## src/logic/ettc_pkg.sv

```systemverilog
package ettc_pkg;
    // register byte offsets
    localparam logic [5:0] OFS_CTRL = 6'h00;
    localparam logic [5:0] OFS_EV1_ADDR = 6'h04;
    localparam logic [5:0] OFS_EV1_COND = 6'h08;
    localparam logic [5:0] OFS_EV1_CNT = 6'h0C;
    localparam logic [5:0] OFS_EV2_ADDR = 6'h10;
    localparam logic [5:0] OFS_EV2_COND = 6'h14;
    localparam logic [5:0] OFS_EV2_CNT = 6'h18;
    localparam logic [5:0] OFS_TSEL = 6'h1C;
    localparam logic [5:0] OFS_STATUS = 6'h20;
    localparam logic [5:0] OFS_TIMER = 6'h24;
    localparam logic [5:0] OFS_TIDX = 6'h28;
    localparam logic [5:0] OFS_TDATA = 6'h2C;
    // control field positions
    localparam int CTRL_MODE_LO = 0;
    localparam int CTRL_BRK = 2;
    localparam int CTRL_FRZ_SEL = 3;
    localparam int CTRL_RUN = 4;
    localparam int CTRL_CLR = 5;
    localparam int CTRL_TUNIT = 6;
    localparam int CTRL_DUNIT = 7;
    // condition field positions
    localparam int COND_TYPE_LO = 8;
    localparam int COND_TCARE_LO = 11;
    localparam int COND_DCARE = 14;
    localparam int COND_ACARE = 15;
    // reset values
    localparam logic [15:0] CTRL_RST = 16'h0000;
    localparam logic [15:0] CFG_RST = 16'h0000;
    // time base: 1 us from the 40 ns clock, 1 ms from 1000 us
    localparam int CLK_PERIOD_NS = 40;
    localparam int TICK_US_NS = 1000;
    localparam int US_CYC = TICK_US_NS / CLK_PERIOD_NS;
    localparam int MS_US = 1000;
    // trace store geometry
    localparam int TRACE_DEPTH = 128;
    localparam int TRACE_AW = 7;
    localparam int TRACE_W = 27;
    // trigger relation, gray ordered
    typedef enum logic [1:0] {
        ETTC_SEPARATE = 2'b00,
        ETTC_JOINT = 2'b01,
        ETTC_SEQ_ENABLE = 2'b11,
        ETTC_SEQ_FREEZE = 2'b10
    } ettc_mode_t;
    typedef enum logic [1:0] {
        ETTC_BUS_IDLE = 2'b00,
        ETTC_BUS_RD1 = 2'b01,
        ETTC_BUS_RD2 = 2'b11
    } ettc_bus_t;
    typedef enum logic {
        ETTC_ARM_FIRST = 1'b0,
        ETTC_ARM_SECOND = 1'b1
    } ettc_arm_t;
    // bus type {mio, rw, fetch} against wanted value under care mask
    function automatic logic type_ok(input logic [2:0] t, input logic [2:0] want,
                                     input logic [2:0] care);
        type_ok = ((t ^ want) & care) == 3'h0;
    endfunction
endpackage

```

## src/logic/ettc_top.sv

```systemverilog
// Our own choices: the AHB-Lite register port and the placing of the registers.
`timescale 1ns/100ps
`default_nettype none
// How it works
// - two trigger outputs, one per event line, related by the trigger mode
// - each line compares its conditions with every observed transaction while running
// - a match feeds the counting stage when set, else fires the trigger at once
// - pass counter fires on the configured number of matches, on the first match when set to zero
// - separate mode: each line fires on its own conditions alone
// - joint mode: line one fires only with line two address and type matching too
// - sequential freeze arms like sequential enable, line one freezes the trace
// - a frozen trace stops storing and keeps its contents
// - freeze select bit picks which trigger freezes the trace, outside sequential freeze
// - trace stores running transactions, up to 128 entries
// - only transactions of the selected bus type are stored
// - timer counts run time in microseconds or milliseconds
// - sequential enable: line one arms line two, line two re-arms line one
// - delay counter holds a trigger for a set number of chosen units
// - bus type is memory/io, read/write and instruction fetch
// - with break enabled a trigger raises a halt request
module ettc_top (
    input wire logic clock,
    input wire logic rst_n,
    input wire logic hsel,
    input wire logic [31:0] haddr,
    input wire logic [1:0] htrans,
    input wire logic hwrite,
    input wire logic [2:0] hsize,
    input wire logic [31:0] hwdata,
    input wire logic hready,
    output logic hreadyout,
    output logic [31:0] hrdata,
    output logic hresp,
    input wire logic obs_strobe,
    input wire logic [15:0] obs_addr,
    input wire logic [7:0] obs_data,
    input wire logic obs_mio,
    input wire logic obs_rw,
    input wire logic obs_fetch,
    input wire logic emu_clk_tick,
    output logic first_event_line,
    output logic second_event_line,
    output logic halt_req,
    output logic trace_frozen
);
    localparam int SW = 29;
    ////////////////////////////////////////////////////////////////////////
    // pin synchronisers
    logic [SW-1:0] sync1_r;
    logic [SW-1:0] sync2_r;
    logic stb_d_r;
    logic tick_d_r;
    always_ff @(posedge clock or negedge rst_n) begin
        if (!rst_n) begin
            sync1_r <= '0;
            sync2_r <= '0;
            stb_d_r <= 1'b0;
            tick_d_r <= 1'b0;
        end else begin
            sync1_r <= {emu_clk_tick, obs_strobe, obs_mio, obs_rw, obs_fetch, obs_data,
                        obs_addr};
            sync2_r <= sync1_r;
            stb_d_r <= sync2_r[27];
            tick_d_r <= sync2_r[28];
        end
    end
    logic txn_stb;
    logic emu_tick;
    logic [2:0] btype;
    logic [7:0] t_data;
    logic [15:0] t_addr;
    // rising edges and transaction fields
    assign txn_stb = sync2_r[27] && !stb_d_r;
    assign emu_tick = sync2_r[28] && !tick_d_r;
    assign btype = sync2_r[26:24];
    assign t_data = sync2_r[23:16];
    assign t_addr = sync2_r[15:0];
    ////////////////////////////////////////////////////////////////////////
    // ahb-lite slave
    ettc_pkg::ettc_bus_t bus_st_r;
    ettc_pkg::ettc_bus_t bus_nxt;
    logic [5:0] rd_addr_r;
    logic [5:0] wr_addr_r;
    logic wr_pend_r;
    logic [31:0] rd_mux;
    logic ap_valid;
    logic ap_read;
    logic wr_en;
    assign ap_valid = hsel && hready && htrans[1] && (bus_st_r == ettc_pkg::ETTC_BUS_IDLE);
    assign ap_read = ap_valid && !hwrite;
    assign wr_en = wr_pend_r;
    always_comb begin
        case (bus_st_r)
            ettc_pkg::ETTC_BUS_IDLE: begin
                bus_nxt = ap_read ? ettc_pkg::ETTC_BUS_RD1 : ettc_pkg::ETTC_BUS_IDLE;
            end
            ettc_pkg::ETTC_BUS_RD1: begin
                bus_nxt = ettc_pkg::ETTC_BUS_RD2;
            end
            default: begin
                bus_nxt = ettc_pkg::ETTC_BUS_IDLE;
            end
        endcase
    end
    // reads wait two cycles so trace data is fresh
    always_ff @(posedge clock or negedge rst_n) begin
        if (!rst_n) begin
            bus_st_r <= ettc_pkg::ETTC_BUS_IDLE;
            hreadyout <= 1'b1;
            hrdata <= '0;
            rd_addr_r <= '0;
            wr_addr_r <= '0;
            wr_pend_r <= 1'b0;
        end else begin
            bus_st_r <= bus_nxt;
            hreadyout <= (bus_nxt == ettc_pkg::ETTC_BUS_IDLE);
            wr_pend_r <= ap_valid && hwrite;
            if (ap_valid) begin
                rd_addr_r <= haddr[5:0];
                wr_addr_r <= haddr[5:0];
            end
            if (bus_st_r == ettc_pkg::ETTC_BUS_RD2) begin
                hrdata <= rd_mux;
            end
        end
    end
    assign hresp = 1'b0;
    ////////////////////////////////////////////////////////////////////////
    // configuration registers
    logic [15:0] ctrl_r;
    logic [15:0] ev_addr_r [2];
    logic [15:0] ev_cond_r [2];
    logic [15:0] ev_cnt_r [2];
    logic [5:0] tsel_r;
    logic [6:0] tidx_r;
    logic clr;
    assign clr = wr_en && (wr_addr_r == ettc_pkg::OFS_CTRL) && hwdata[ettc_pkg::CTRL_CLR];
    always_ff @(posedge clock or negedge rst_n) begin
        if (!rst_n) begin
            ctrl_r <= ettc_pkg::CTRL_RST;
            ev_addr_r <= '{ettc_pkg::CFG_RST, ettc_pkg::CFG_RST};
            ev_cond_r <= '{ettc_pkg::CFG_RST, ettc_pkg::CFG_RST};
            ev_cnt_r <= '{ettc_pkg::CFG_RST, ettc_pkg::CFG_RST};
            tsel_r <= '0;
            tidx_r <= '0;
        end else if (wr_en) begin
            case (wr_addr_r)
                ettc_pkg::OFS_CTRL: ctrl_r <= hwdata[15:0] & ~16'h0020;
                ettc_pkg::OFS_EV1_ADDR: ev_addr_r[0] <= hwdata[15:0];
                ettc_pkg::OFS_EV1_COND: ev_cond_r[0] <= hwdata[15:0];
                ettc_pkg::OFS_EV1_CNT: ev_cnt_r[0] <= hwdata[15:0];
                ettc_pkg::OFS_EV2_ADDR: ev_addr_r[1] <= hwdata[15:0];
                ettc_pkg::OFS_EV2_COND: ev_cond_r[1] <= hwdata[15:0];
                ettc_pkg::OFS_EV2_CNT: ev_cnt_r[1] <= hwdata[15:0];
                ettc_pkg::OFS_TSEL: tsel_r <= hwdata[5:0];
                ettc_pkg::OFS_TIDX: tidx_r <= hwdata[6:0];
                default: ;
            endcase
        end
    end
    logic [1:0] mode;
    logic run;
    assign mode = ctrl_r[ettc_pkg::CTRL_MODE_LO +: 2];
    assign run = ctrl_r[ettc_pkg::CTRL_RUN];
    ////////////////////////////////////////////////////////////////////////
    // time base and run timer
    logic [4:0] presc_r;
    logic [9:0] ms_cnt_r;
    logic [31:0] timer_r;
    logic us_tick;
    logic ms_tick;
    assign us_tick = (presc_r == 5'(ettc_pkg::US_CYC - 1));
    assign ms_tick = us_tick && (ms_cnt_r == 10'(ettc_pkg::MS_US - 1));
    always_ff @(posedge clock or negedge rst_n) begin
        if (!rst_n) begin
            presc_r <= '0;
            ms_cnt_r <= '0;
            timer_r <= '0;
        end else begin
            presc_r <= us_tick ? 5'h00 : presc_r + 5'h01;
            if (us_tick) begin
                ms_cnt_r <= ms_tick ? 10'h000 : ms_cnt_r + 10'h001;
            end
            if (clr) begin
                timer_r <= '0;
            end else if (run && !halt_req
                && (ctrl_r[ettc_pkg::CTRL_TUNIT] ? ms_tick : us_tick)) begin
                timer_r <= timer_r + 32'h0000_0001;
            end
        end
    end
    ////////////////////////////////////////////////////////////////////////
    // event comparators and counting stages
    ettc_pkg::ettc_arm_t arm_st_r;
    logic [1:0] full_m;
    logic [1:0] ab_m;
    logic [1:0] hit;
    logic [1:0] fire;
    logic [7:0] pass_cnt_r [2];
    logic [7:0] dly_cnt_r [2];
    logic [1:0] dly_act_r;
    logic [1:0] seen_r;
    logic dly_tick;
    logic seq;
    assign seq = (mode == ettc_pkg::ETTC_SEQ_ENABLE) || (mode == ettc_pkg::ETTC_SEQ_FREEZE);
    assign dly_tick = ctrl_r[ettc_pkg::CTRL_DUNIT] ? us_tick : emu_tick;
    ettc_evt_cmp u_cmp1 (
        .addr(t_addr),
        .data(t_data),
        .btype(btype),
        .cfg_addr(ev_addr_r[0]),
        .cfg_cond(ev_cond_r[0]),
        .full_match(full_m[0]),
        .addr_type_match(ab_m[0])
    );
    ettc_evt_cmp u_cmp2 (
        .addr(t_addr),
        .data(t_data),
        .btype(btype),
        .cfg_addr(ev_addr_r[1]),
        .cfg_cond(ev_cond_r[1]),
        .full_match(full_m[1]),
        .addr_type_match(ab_m[1])
    );
    // qualified match, then pass and delay decisions per line
    logic [1:0] armed;
    logic [1:0] qual;
    assign armed[0] = !seq || (arm_st_r == ettc_pkg::ETTC_ARM_FIRST);
    assign armed[1] = !seq || (arm_st_r == ettc_pkg::ETTC_ARM_SECOND);
    assign qual[0] = (mode == ettc_pkg::ETTC_JOINT) ? (full_m[0] && ab_m[1]) : full_m[0];
    assign qual[1] = full_m[1];
    for (genvar i = 0; i < 2; i++) begin : g_line
        logic m;
        logic [7:0] pass_cfg;
        logic [7:0] dly_cfg;
        assign m = run && txn_stb && armed[i] && qual[i] && !dly_act_r[i];
        assign pass_cfg = ev_cnt_r[i][7:0];
        assign dly_cfg = ev_cnt_r[i][15:8];
        assign hit[i] = m && ((pass_cnt_r[i] + 8'h01) >= pass_cfg);
        assign fire[i] = (hit[i] && (dly_cfg == 8'h00))
            || (dly_act_r[i] && dly_tick && (dly_cnt_r[i] == 8'h01));
    end
    // pass and delay counters
    always_ff @(posedge clock or negedge rst_n) begin
        if (!rst_n) begin
            pass_cnt_r <= '{8'h00, 8'h00};
            dly_cnt_r <= '{8'h00, 8'h00};
            dly_act_r <= '0;
        end else begin
            for (int i = 0; i < 2; i++) begin
                if (clr) begin
                    pass_cnt_r[i] <= 8'h00;
                    dly_act_r[i] <= 1'b0;
                end else if (hit[i]) begin
                    pass_cnt_r[i] <= 8'h00;
                    dly_cnt_r[i] <= ev_cnt_r[i][15:8];
                    dly_act_r[i] <= (ev_cnt_r[i][15:8] != 8'h00);
                end else if (run && txn_stb && armed[i] && qual[i] && !dly_act_r[i]) begin
                    pass_cnt_r[i] <= pass_cnt_r[i] + 8'h01;
                end else if (dly_act_r[i] && dly_tick) begin
                    dly_cnt_r[i] <= dly_cnt_r[i] - 8'h01;
                    dly_act_r[i] <= (dly_cnt_r[i] != 8'h01);
                end
            end
        end
    end
    ////////////////////////////////////////////////////////////////////////
    // arming, triggers, freeze and halt
    logic frz_src;
    assign frz_src = (mode == ettc_pkg::ETTC_SEQ_FREEZE) ? fire[0]
        : fire[ctrl_r[ettc_pkg::CTRL_FRZ_SEL]];
    always_ff @(posedge clock or negedge rst_n) begin
        if (!rst_n) begin
            arm_st_r <= ettc_pkg::ETTC_ARM_FIRST;
            first_event_line <= 1'b0;
            second_event_line <= 1'b0;
            seen_r <= '0;
            trace_frozen <= 1'b0;
            halt_req <= 1'b0;
        end else begin
            first_event_line <= fire[0];
            second_event_line <= fire[1];
            seen_r <= clr ? fire : (seen_r | fire);
            if (clr || !seq) begin
                arm_st_r <= ettc_pkg::ETTC_ARM_FIRST;
            end else if (fire[0]) begin
                arm_st_r <= ettc_pkg::ETTC_ARM_SECOND;
            end else if (fire[1]) begin
                arm_st_r <= ettc_pkg::ETTC_ARM_FIRST;
            end
            trace_frozen <= frz_src || (trace_frozen && !clr);
            halt_req <= (ctrl_r[ettc_pkg::CTRL_BRK] && |fire) || (halt_req && !clr);
        end
    end
    ////////////////////////////////////////////////////////////////////////
    // trace capture
    logic [6:0] wp_r;
    logic [7:0] fill_r;
    logic t_we;
    logic [ettc_pkg::TRACE_W-1:0] t_rdata;
    assign t_we = run && !trace_frozen && txn_stb
        && ettc_pkg::type_ok(btype, tsel_r[2:0], tsel_r[5:3]);
    always_ff @(posedge clock or negedge rst_n) begin
        if (!rst_n) begin
            wp_r <= '0;
            fill_r <= '0;
        end else if (clr) begin
            wp_r <= '0;
            fill_r <= '0;
        end else if (t_we) begin
            wp_r <= wp_r + 7'h01;
            fill_r <= (fill_r == 8'(ettc_pkg::TRACE_DEPTH)) ? fill_r : fill_r + 8'h01;
        end
    end
    ettc_trace_mem u_mem (
        .clock(clock),
        .rst_n(rst_n),
        .we(t_we),
        .waddr(wp_r),
        .wdata({btype, t_data, t_addr}),
        .raddr(tidx_r),
        .rdata(t_rdata)
    );
    ////////////////////////////////////////////////////////////////////////
    // read data selection
    logic [31:0] status;
    assign status = {9'h000, wp_r, fill_r, 2'h0, arm_st_r, 1'b0, halt_req, trace_frozen,
                     seen_r};
    always_comb begin
        case (rd_addr_r)
            ettc_pkg::OFS_CTRL: rd_mux = {16'h0000, ctrl_r};
            ettc_pkg::OFS_EV1_ADDR: rd_mux = {16'h0000, ev_addr_r[0]};
            ettc_pkg::OFS_EV1_COND: rd_mux = {16'h0000, ev_cond_r[0]};
            ettc_pkg::OFS_EV1_CNT: rd_mux = {16'h0000, ev_cnt_r[0]};
            ettc_pkg::OFS_EV2_ADDR: rd_mux = {16'h0000, ev_addr_r[1]};
            ettc_pkg::OFS_EV2_COND: rd_mux = {16'h0000, ev_cond_r[1]};
            ettc_pkg::OFS_EV2_CNT: rd_mux = {16'h0000, ev_cnt_r[1]};
            ettc_pkg::OFS_TSEL: rd_mux = {26'h0000000, tsel_r};
            ettc_pkg::OFS_STATUS: rd_mux = status;
            ettc_pkg::OFS_TIMER: rd_mux = timer_r;
            ettc_pkg::OFS_TIDX: rd_mux = {25'h0000000, tidx_r};
            ettc_pkg::OFS_TDATA: rd_mux = {5'h00, t_rdata};
            default: rd_mux = 32'h0000_0000;
        endcase
    end
endmodule
`default_nettype wire

```

## src/logic/ettc_evt_cmp.sv

```systemverilog
`timescale 1ns/100ps
`default_nettype none
module ettc_evt_cmp (
    input wire logic [15:0] addr,
    input wire logic [7:0] data,
    input wire logic [2:0] btype,
    input wire logic [15:0] cfg_addr,
    input wire logic [15:0] cfg_cond,
    output logic full_match,
    output logic addr_type_match
);
    logic addr_ok;
    logic data_ok;
    logic typ_ok;
    // each condition passes when its care bit is off
    assign addr_ok = !cfg_cond[ettc_pkg::COND_ACARE] || (addr == cfg_addr);
    assign data_ok = !cfg_cond[ettc_pkg::COND_DCARE] || (data == cfg_cond[7:0]);
    assign typ_ok = ettc_pkg::type_ok(btype,
        cfg_cond[ettc_pkg::COND_TYPE_LO +: 3], cfg_cond[ettc_pkg::COND_TCARE_LO +: 3]);
    assign full_match = addr_ok && data_ok && typ_ok;
    assign addr_type_match = addr_ok && typ_ok;
endmodule
`default_nettype wire

```

## src/logic/ettc_trace_mem.sv

```systemverilog
`timescale 1ns/100ps
`default_nettype none
module ettc_trace_mem (
    input wire logic clock,
    input wire logic rst_n,
    input wire logic we,
    input wire logic [ettc_pkg::TRACE_AW-1:0] waddr,
    input wire logic [ettc_pkg::TRACE_W-1:0] wdata,
    input wire logic [ettc_pkg::TRACE_AW-1:0] raddr,
    output logic [ettc_pkg::TRACE_W-1:0] rdata
);
    logic [ettc_pkg::TRACE_W-1:0] mem [ettc_pkg::TRACE_DEPTH];
    // storage array, no reset
    always_ff @(posedge clock) begin
        if (we) begin
            mem[waddr] <= wdata;
        end
    end
    // registered read port
    always_ff @(posedge clock or negedge rst_n) begin
        if (!rst_n) begin
            rdata <= '0;
        end else begin
            rdata <= mem[raddr];
        end
    end
endmodule
`default_nettype wire

```

## config.mk

```make
export PLATFORM = sky130hd
export DESIGN_NAME = ettc_top
export DESIGN_NICKNAME = d
export VERILOG_FILES = /design/src/logic/ettc_pkg.sv /design/src/logic/ettc_top.sv /design/src/logic/ettc_evt_cmp.sv /design/src/logic/ettc_trace_mem.sv
export SDC_FILE = /design/constraint.sdc
export NUM_CORES = 2
export LEC_CHECK = 0
export BUFFER_PORTS_ARGS = -buffer_cell sky130_fd_sc_hd__buf_2
export CAP_MARGIN = 20
export CORE_MARGIN = 4
export CORE_UTILIZATION = 57
export CTS_CLUSTER_DIAMETER = 120
export DETAILED_ROUTE_END_ITERATION = 7
export PLACE_DENSITY_LB_ADDON = 0.3
export RECOVER_POWER = 50
export SLEW_MARGIN = 20
export SYNTH_ARGS = -nofsm -noshare
export SYNTH_HDL_FRONTEND = slang
export SYNTH_HIERARCHICAL = 1
export SYNTH_SLANG_ARGS = --single-unit
export TNS_END_PERCENT = 5
```

## constraint.sdc

```tcl
create_clock -name clock -period 5.5 [get_ports clock]
set_input_delay 0.55 -clock clock [delete_from_list [all_inputs] [get_ports clock]]
set_output_delay 0.55 -clock clock [all_outputs]
set_load 0.01 [all_outputs]
```

# Yosys cells after proc, flatten, opt, wreduce, memory -nomap -nowiden
# Memories as Yosys holds them, arrays and structs flattened. A register that Yosys moved wholly into a read port is not among the register bits.
# Index checks and enable logic that the tools add are counted.
# totals
inputBits	103
mem_count	1
mem_bits_rw	3456
register_bits	329
# classes
bitwise_logic	9
addsub	9
muxes	44
eq_ne	32
order_cmp	3
reduce_logical	99
# memory_table
memory	depth	word_bits	read_ports	rd_clocked_by_memory_dff	wr	line_no	text
u_mem.mem	128	27	1	1	1	ettc_trace_mem.sv:12	logic [ettc_pkg::TRACE_W-1:0] mem [ettc_pkg::TRACE_DEPTH];
# ops
operator	count
case mux 32 bit (12 select lines)	1
2-to-1 mux 8 bit	15
2-to-1 mux 32 bit	2
logical AND 1 bit	39
adder 32 x 1 -> 32 bit (second input constant)	1
== test 16 bit	2
adder 8 x 1 -> 8 bit (second input constant)	3
== test 6 x 5 -> 1 bit (second input constant)	4
== test 6 bit (second input constant)	4
AND reduction 2 bit	12
2-to-1 mux 1 bit	20
== test 8 x 1 -> 1 bit (second input constant)	2
== test 8 bit	2
greater-or-equal comparator 8 bit	2
zero test 8 bit	2
!= test 8 x 1 -> 1 bit (second input constant)	2
nonzero test 8 bit	2
subtractor 8 x 1 -> 8 bit (second input constant)	2
nonzero test 3 bit	5
zero test 1 bit	14
2-to-1 mux 7 bit	2
== test 6 x 4 -> 1 bit (second input constant)	2
logical OR 1 bit	12
adder 10 x 1 -> 10 bit (second input constant)	1
other kinds (25)	43

# Longest topological paths before layout
# depth
depth_word	15
mapped_depth	12

# By module
# The synthesis kept the hierarchy.
# by_module_without_submodules
mod	n_inst	area_each_um2	cells_each
ettc_trace_mem	1	132119.2	5082
ettc_top	1	14804.2	1251
ettc_evt_cmp	2	319.1	38

# Worst setup path before layout
# No wires, ideal clock.
# synth_path
path_kind	register to register
start	register sync2_r[26]
end	memory u_mem/mem[100][0] in the netlist's numbering (enable)
required_time_ps	5055
synth_period_minus_slack_ps	5704
setup_time_ps	445
t_arrival_ps	5259
n_path_buf	2
path_stages_with_launch	8
path_slack_ps	-204
cell_sequence	dfrtp_1 xor2_1 a211oi_1 and2_1 clkbuf_1 clkbuf_1 nand4_1 nor3_1
# synth_between
elab_chain_cells	6
# synth_lines
item	line_no	text
start: declaration	ettc_top.sv:50	logic [SW-1:0] sync2_r;
start signal: assignment	ettc_top.sv:62	sync2_r <= sync1_r;
XOR 3 bit	ettc_pkg.sv:59	type_ok = ((t ^ want) & care) == 3'h0;
bitwise AND 3 bit	ettc_pkg.sv:59	
zero test 3 bit	ettc_pkg.sv:59	
logical AND 1 bit	ettc_top.sv:302	&& ettc_pkg::type_ok(btype, tsel_r[2:0], tsel_r[5:3]);
net t_we	ettc_top.sv:299	logic t_we;
2-to-1 mux 1 bit	ettc_trace_mem.sv:15	if (we) begin
2-to-1 mux 1 bit (implied by the code)	ettc_trace_mem.sv:16	mem[waddr] <= wdata;
end: declaration	ettc_trace_mem.sv:12	
# The timed path passes the listed nets, and every way through them passes these cells.

# Worst setup path in the final report
# layout_path
start	register sync2_r[15]
end	memory u_mem/mem[92][15] in the netlist's numbering, data pin
# No word-level cell before the write port.

==> key figures <==
Run status
  • Outcome: complete, but fails checks
  • Failing checks: max-capacitance violations, max-slew violations

Layout
  • Final instance count without filler cells: 10,575
  • Fin util: between 60 and 70%
  • Area Overhead vs Synth: 13.3%
  • Fin nets: between 7,000 and 8,000
  • Layout cells sized above 1: ~33%

Drt
  • Routed wire length: 379 mm
  • TritonRoute pass-1 iters: 6
  • Final ANT Viol Nets: 0
  • Avg WL per Cell: 35.8 microns
  • Initial drt markers: between 10,000 and 15,000
  • Via count: 72,361
  • Mean number of vias per cell: between 6 and 7
  • Remaining DRCs: 0

Worst setup path
  • Worst path buffer plus inverter count: 1
  • Critical path startpoint category: register
  • Worst r2r src: sync2_r[15]
  • WP depth: 1
  • Worst path slowest cell: clkbuf_1
  • CP top delay family: buffers and inverters
  • Req. time, crit path: 5.60 ns
  • Crit path capture: u_mem/mem[92][15]
  • Launch point of the critical path: sync2_r[15]
  • Crit Reg-Reg Endpoint: u_mem/mem[92][15]
  • Worst setup EP type: register
  • Crit-path max FO: 80
  • Reg-to-reg slack, setup: 0.86 ns
  • Setup CP Type: register to register
  • Crit-path cells: clkbuf_1
  • Arrival @ worst endpoint: 4.74 ns
  • Delay of the slowest critical-path stage: roughly 2.8 ns
  • R2R cell count: 1

Global routing
  • Initial antenna violation count: 36
  • Tot GR Track Use: 28.8%
  • First-pass GRT wire length: roughly 540 mm
  • Total global routing overflow: 0
  • Vias in the first global route: 73,291
  • Pin count of the biggest net entering global routing: roughly 100

Clock network
  • Cts bufs inserted: 369
  • Clock Tree Root: clkbuf_16
  • H-tree levels: 5
  • Post-CTS setup buffer count: 0
  • Insertion delay to the later sink of the worst-skew pair: 0.92 ns
  • Clock-pin slew on the worst setup and hold paths: approximately 0.07 ns
  • Buffer levels on the longest clock path: 4
  • CTS Sinks: 3,812
  • CTS tree: yes

Synth
  • Cell area after synthesis: ~150,000 sq um
  • Mapped Cells: 6,408
  • Yosys warnings: 6
  • Synth Area per Inst: 23.0 sq um
  • Synthesized Nets: between 6,000 and 7,000

Timing
  • Unrepaired setup endpoints after global routing: false
  • Clock Skews: 0.0673 ns
  • Max frequency: approximately 220 MHz
  • Worst Slack Setup Final: 0.856 ns
  • Final setup viols: 0
  • Tmin final: 4.64 ns
  • Slew margin rel.: -164%
  • Max Slew Vio Count: between 2,000 and 2,500
  • Period utilization: a little over four fifths
  • Final Hold Vio Count: 0
  • Slew at the pin closest to its max-slew limit: just under 4 ns

Floorplanning
  • Row cnt: 186
  • Initial core utilization: 57.4%
  • Core footprint: 257,000 sq um
  • Die Wd: 517 microns
  • I/O Pins: roughly 140
  • Die H: 517 microns
  • Die Area: 267,000 sq um

Placement
  • I/O Buffers: 93
  • Placed Cells: 9,844
  • GPL Wtd Cong: around 0.9
  • HPWL Detailed: between 200 and 250 mm
  • Pre-CTS setup slack: 1.20 ns

Flow run
  • Max_cap viols: 36

Pwr
  • Power, Total: roughly 65 mW
  • Static leakage: 51.6 nW
  • Pwr Density: 391 nW/um^2
  • Peak supply drop: 0.272 mV

Hold path
  • Worst hold path type: primary input to register
-- repair_timing --
| action | CTS | global route |
|---|---|---|
| endpoints found under the hold margin | 168 | 0 |
| gates resized for setup | 0 | 0 |
| hold buffers | 46 | 0 |
-- placed cells by master (no fill, tap or decap), types with 50 or more instances in the layout --
master,count
dfrtp_1,327
nor2_4,119
clkbuf_1,144
buf_4,199
clkinv_2,66
clkinv_1,67
xnor2_1,82
nor2_1,82
nand2_1,78
mux2_2,173
buf_12,50
edfxtp_1,3456
mux4_2,1134
buf_2,50
a22oi_1,52
clkbuf_16,377
-- through the flow --
step,cell area (sq um),TNS [ns],hold slack (ns)
finish,167000,0,0.0773
global route,167000,0,0.0336
CTS,167000,0,0.00514
detailed placement,155000,0,0.336
global placement,155000,0,0.333
floorplan,148000,-38.80,0.254
-- final cells by class --
cell class                      instances  area (sq um)
Multi-Input combinational cell       2224         34300
Antenna cell                           17          42.5
Clock inverter                        205          2250
Clock buffer                          462          9830
Inverter                               50           188
Timing Repair Buffer                  421          3530
Sequential cell                      3812        113000
Fill cell                           15862         90000
Tap cell                             3384          4230
-- sequential cells by signal, summed over array words and instances (netlist names), 8 cells and up --
| signal | flops |
|---|---|
| u_mem/mem | 3456 |
| dly_cnt_r | 16 |
| ms_cnt_r | 10 |
| u_mem/rdata | 27 |
| ev_cnt_r | 32 |
| sync2_r | 29 |
| sync1_r | 29 |
| ctrl_r | 15 |
| timer_r | 32 |
| ev_cond_r | 32 |
| hrdata | 32 |
| ev_addr_r | 32 |
| fill_r | 8 |
| pass_cnt_r | 16 |
-- routing by layer --
| layer | GRT usage [%] | vias up | routed length, microns |
|---|---|---|---|
| li1 | - | 28152 | - |
| met1 | 40.9 | 38599 | 137000 |
| met2 | 44.6 | 4840 | 181000 |
| met3 | 6.92 | 752 | 46300 |
| met4 | 10.1 | 18 | 14900 |
| met5 | 0 | - | 128 |
-- power breakdown --
group / internal [mW] / leakage [nW] / switching (mW)
Clock: 14.8 / 5.90 / 10.7
Combinational: 2.84 / 10.5 / 3.93
Sequential: 32.2 / 35.2 / 0.998
Total: 49.8 / 51.6 / 15.6
-- worst min path at each step --
| stage | start | end | slack, ns | depth (start not counted) |
|---|---|---|---|---|
| final | hwdata[8] | ev_cond_r[24] | 0.08 | 2 |
| after global routing | hwdata[8] | ev_cond_r[8] | 0.03 | 2 |
| after CTS | hwdata[8] | ev_cond_r[8] | 0.005 | 2 |
| after detailed placement | sync1_r[1] | sync2_r[1] | 0.34 | 0 |
| after global placement | sync1_r[2] | sync2_r[2] | 0.33 | 0 |
| after floorplan | rst_n | arm_st_r | 0.25 | 0 |
(Power assumes the default switching activity.)
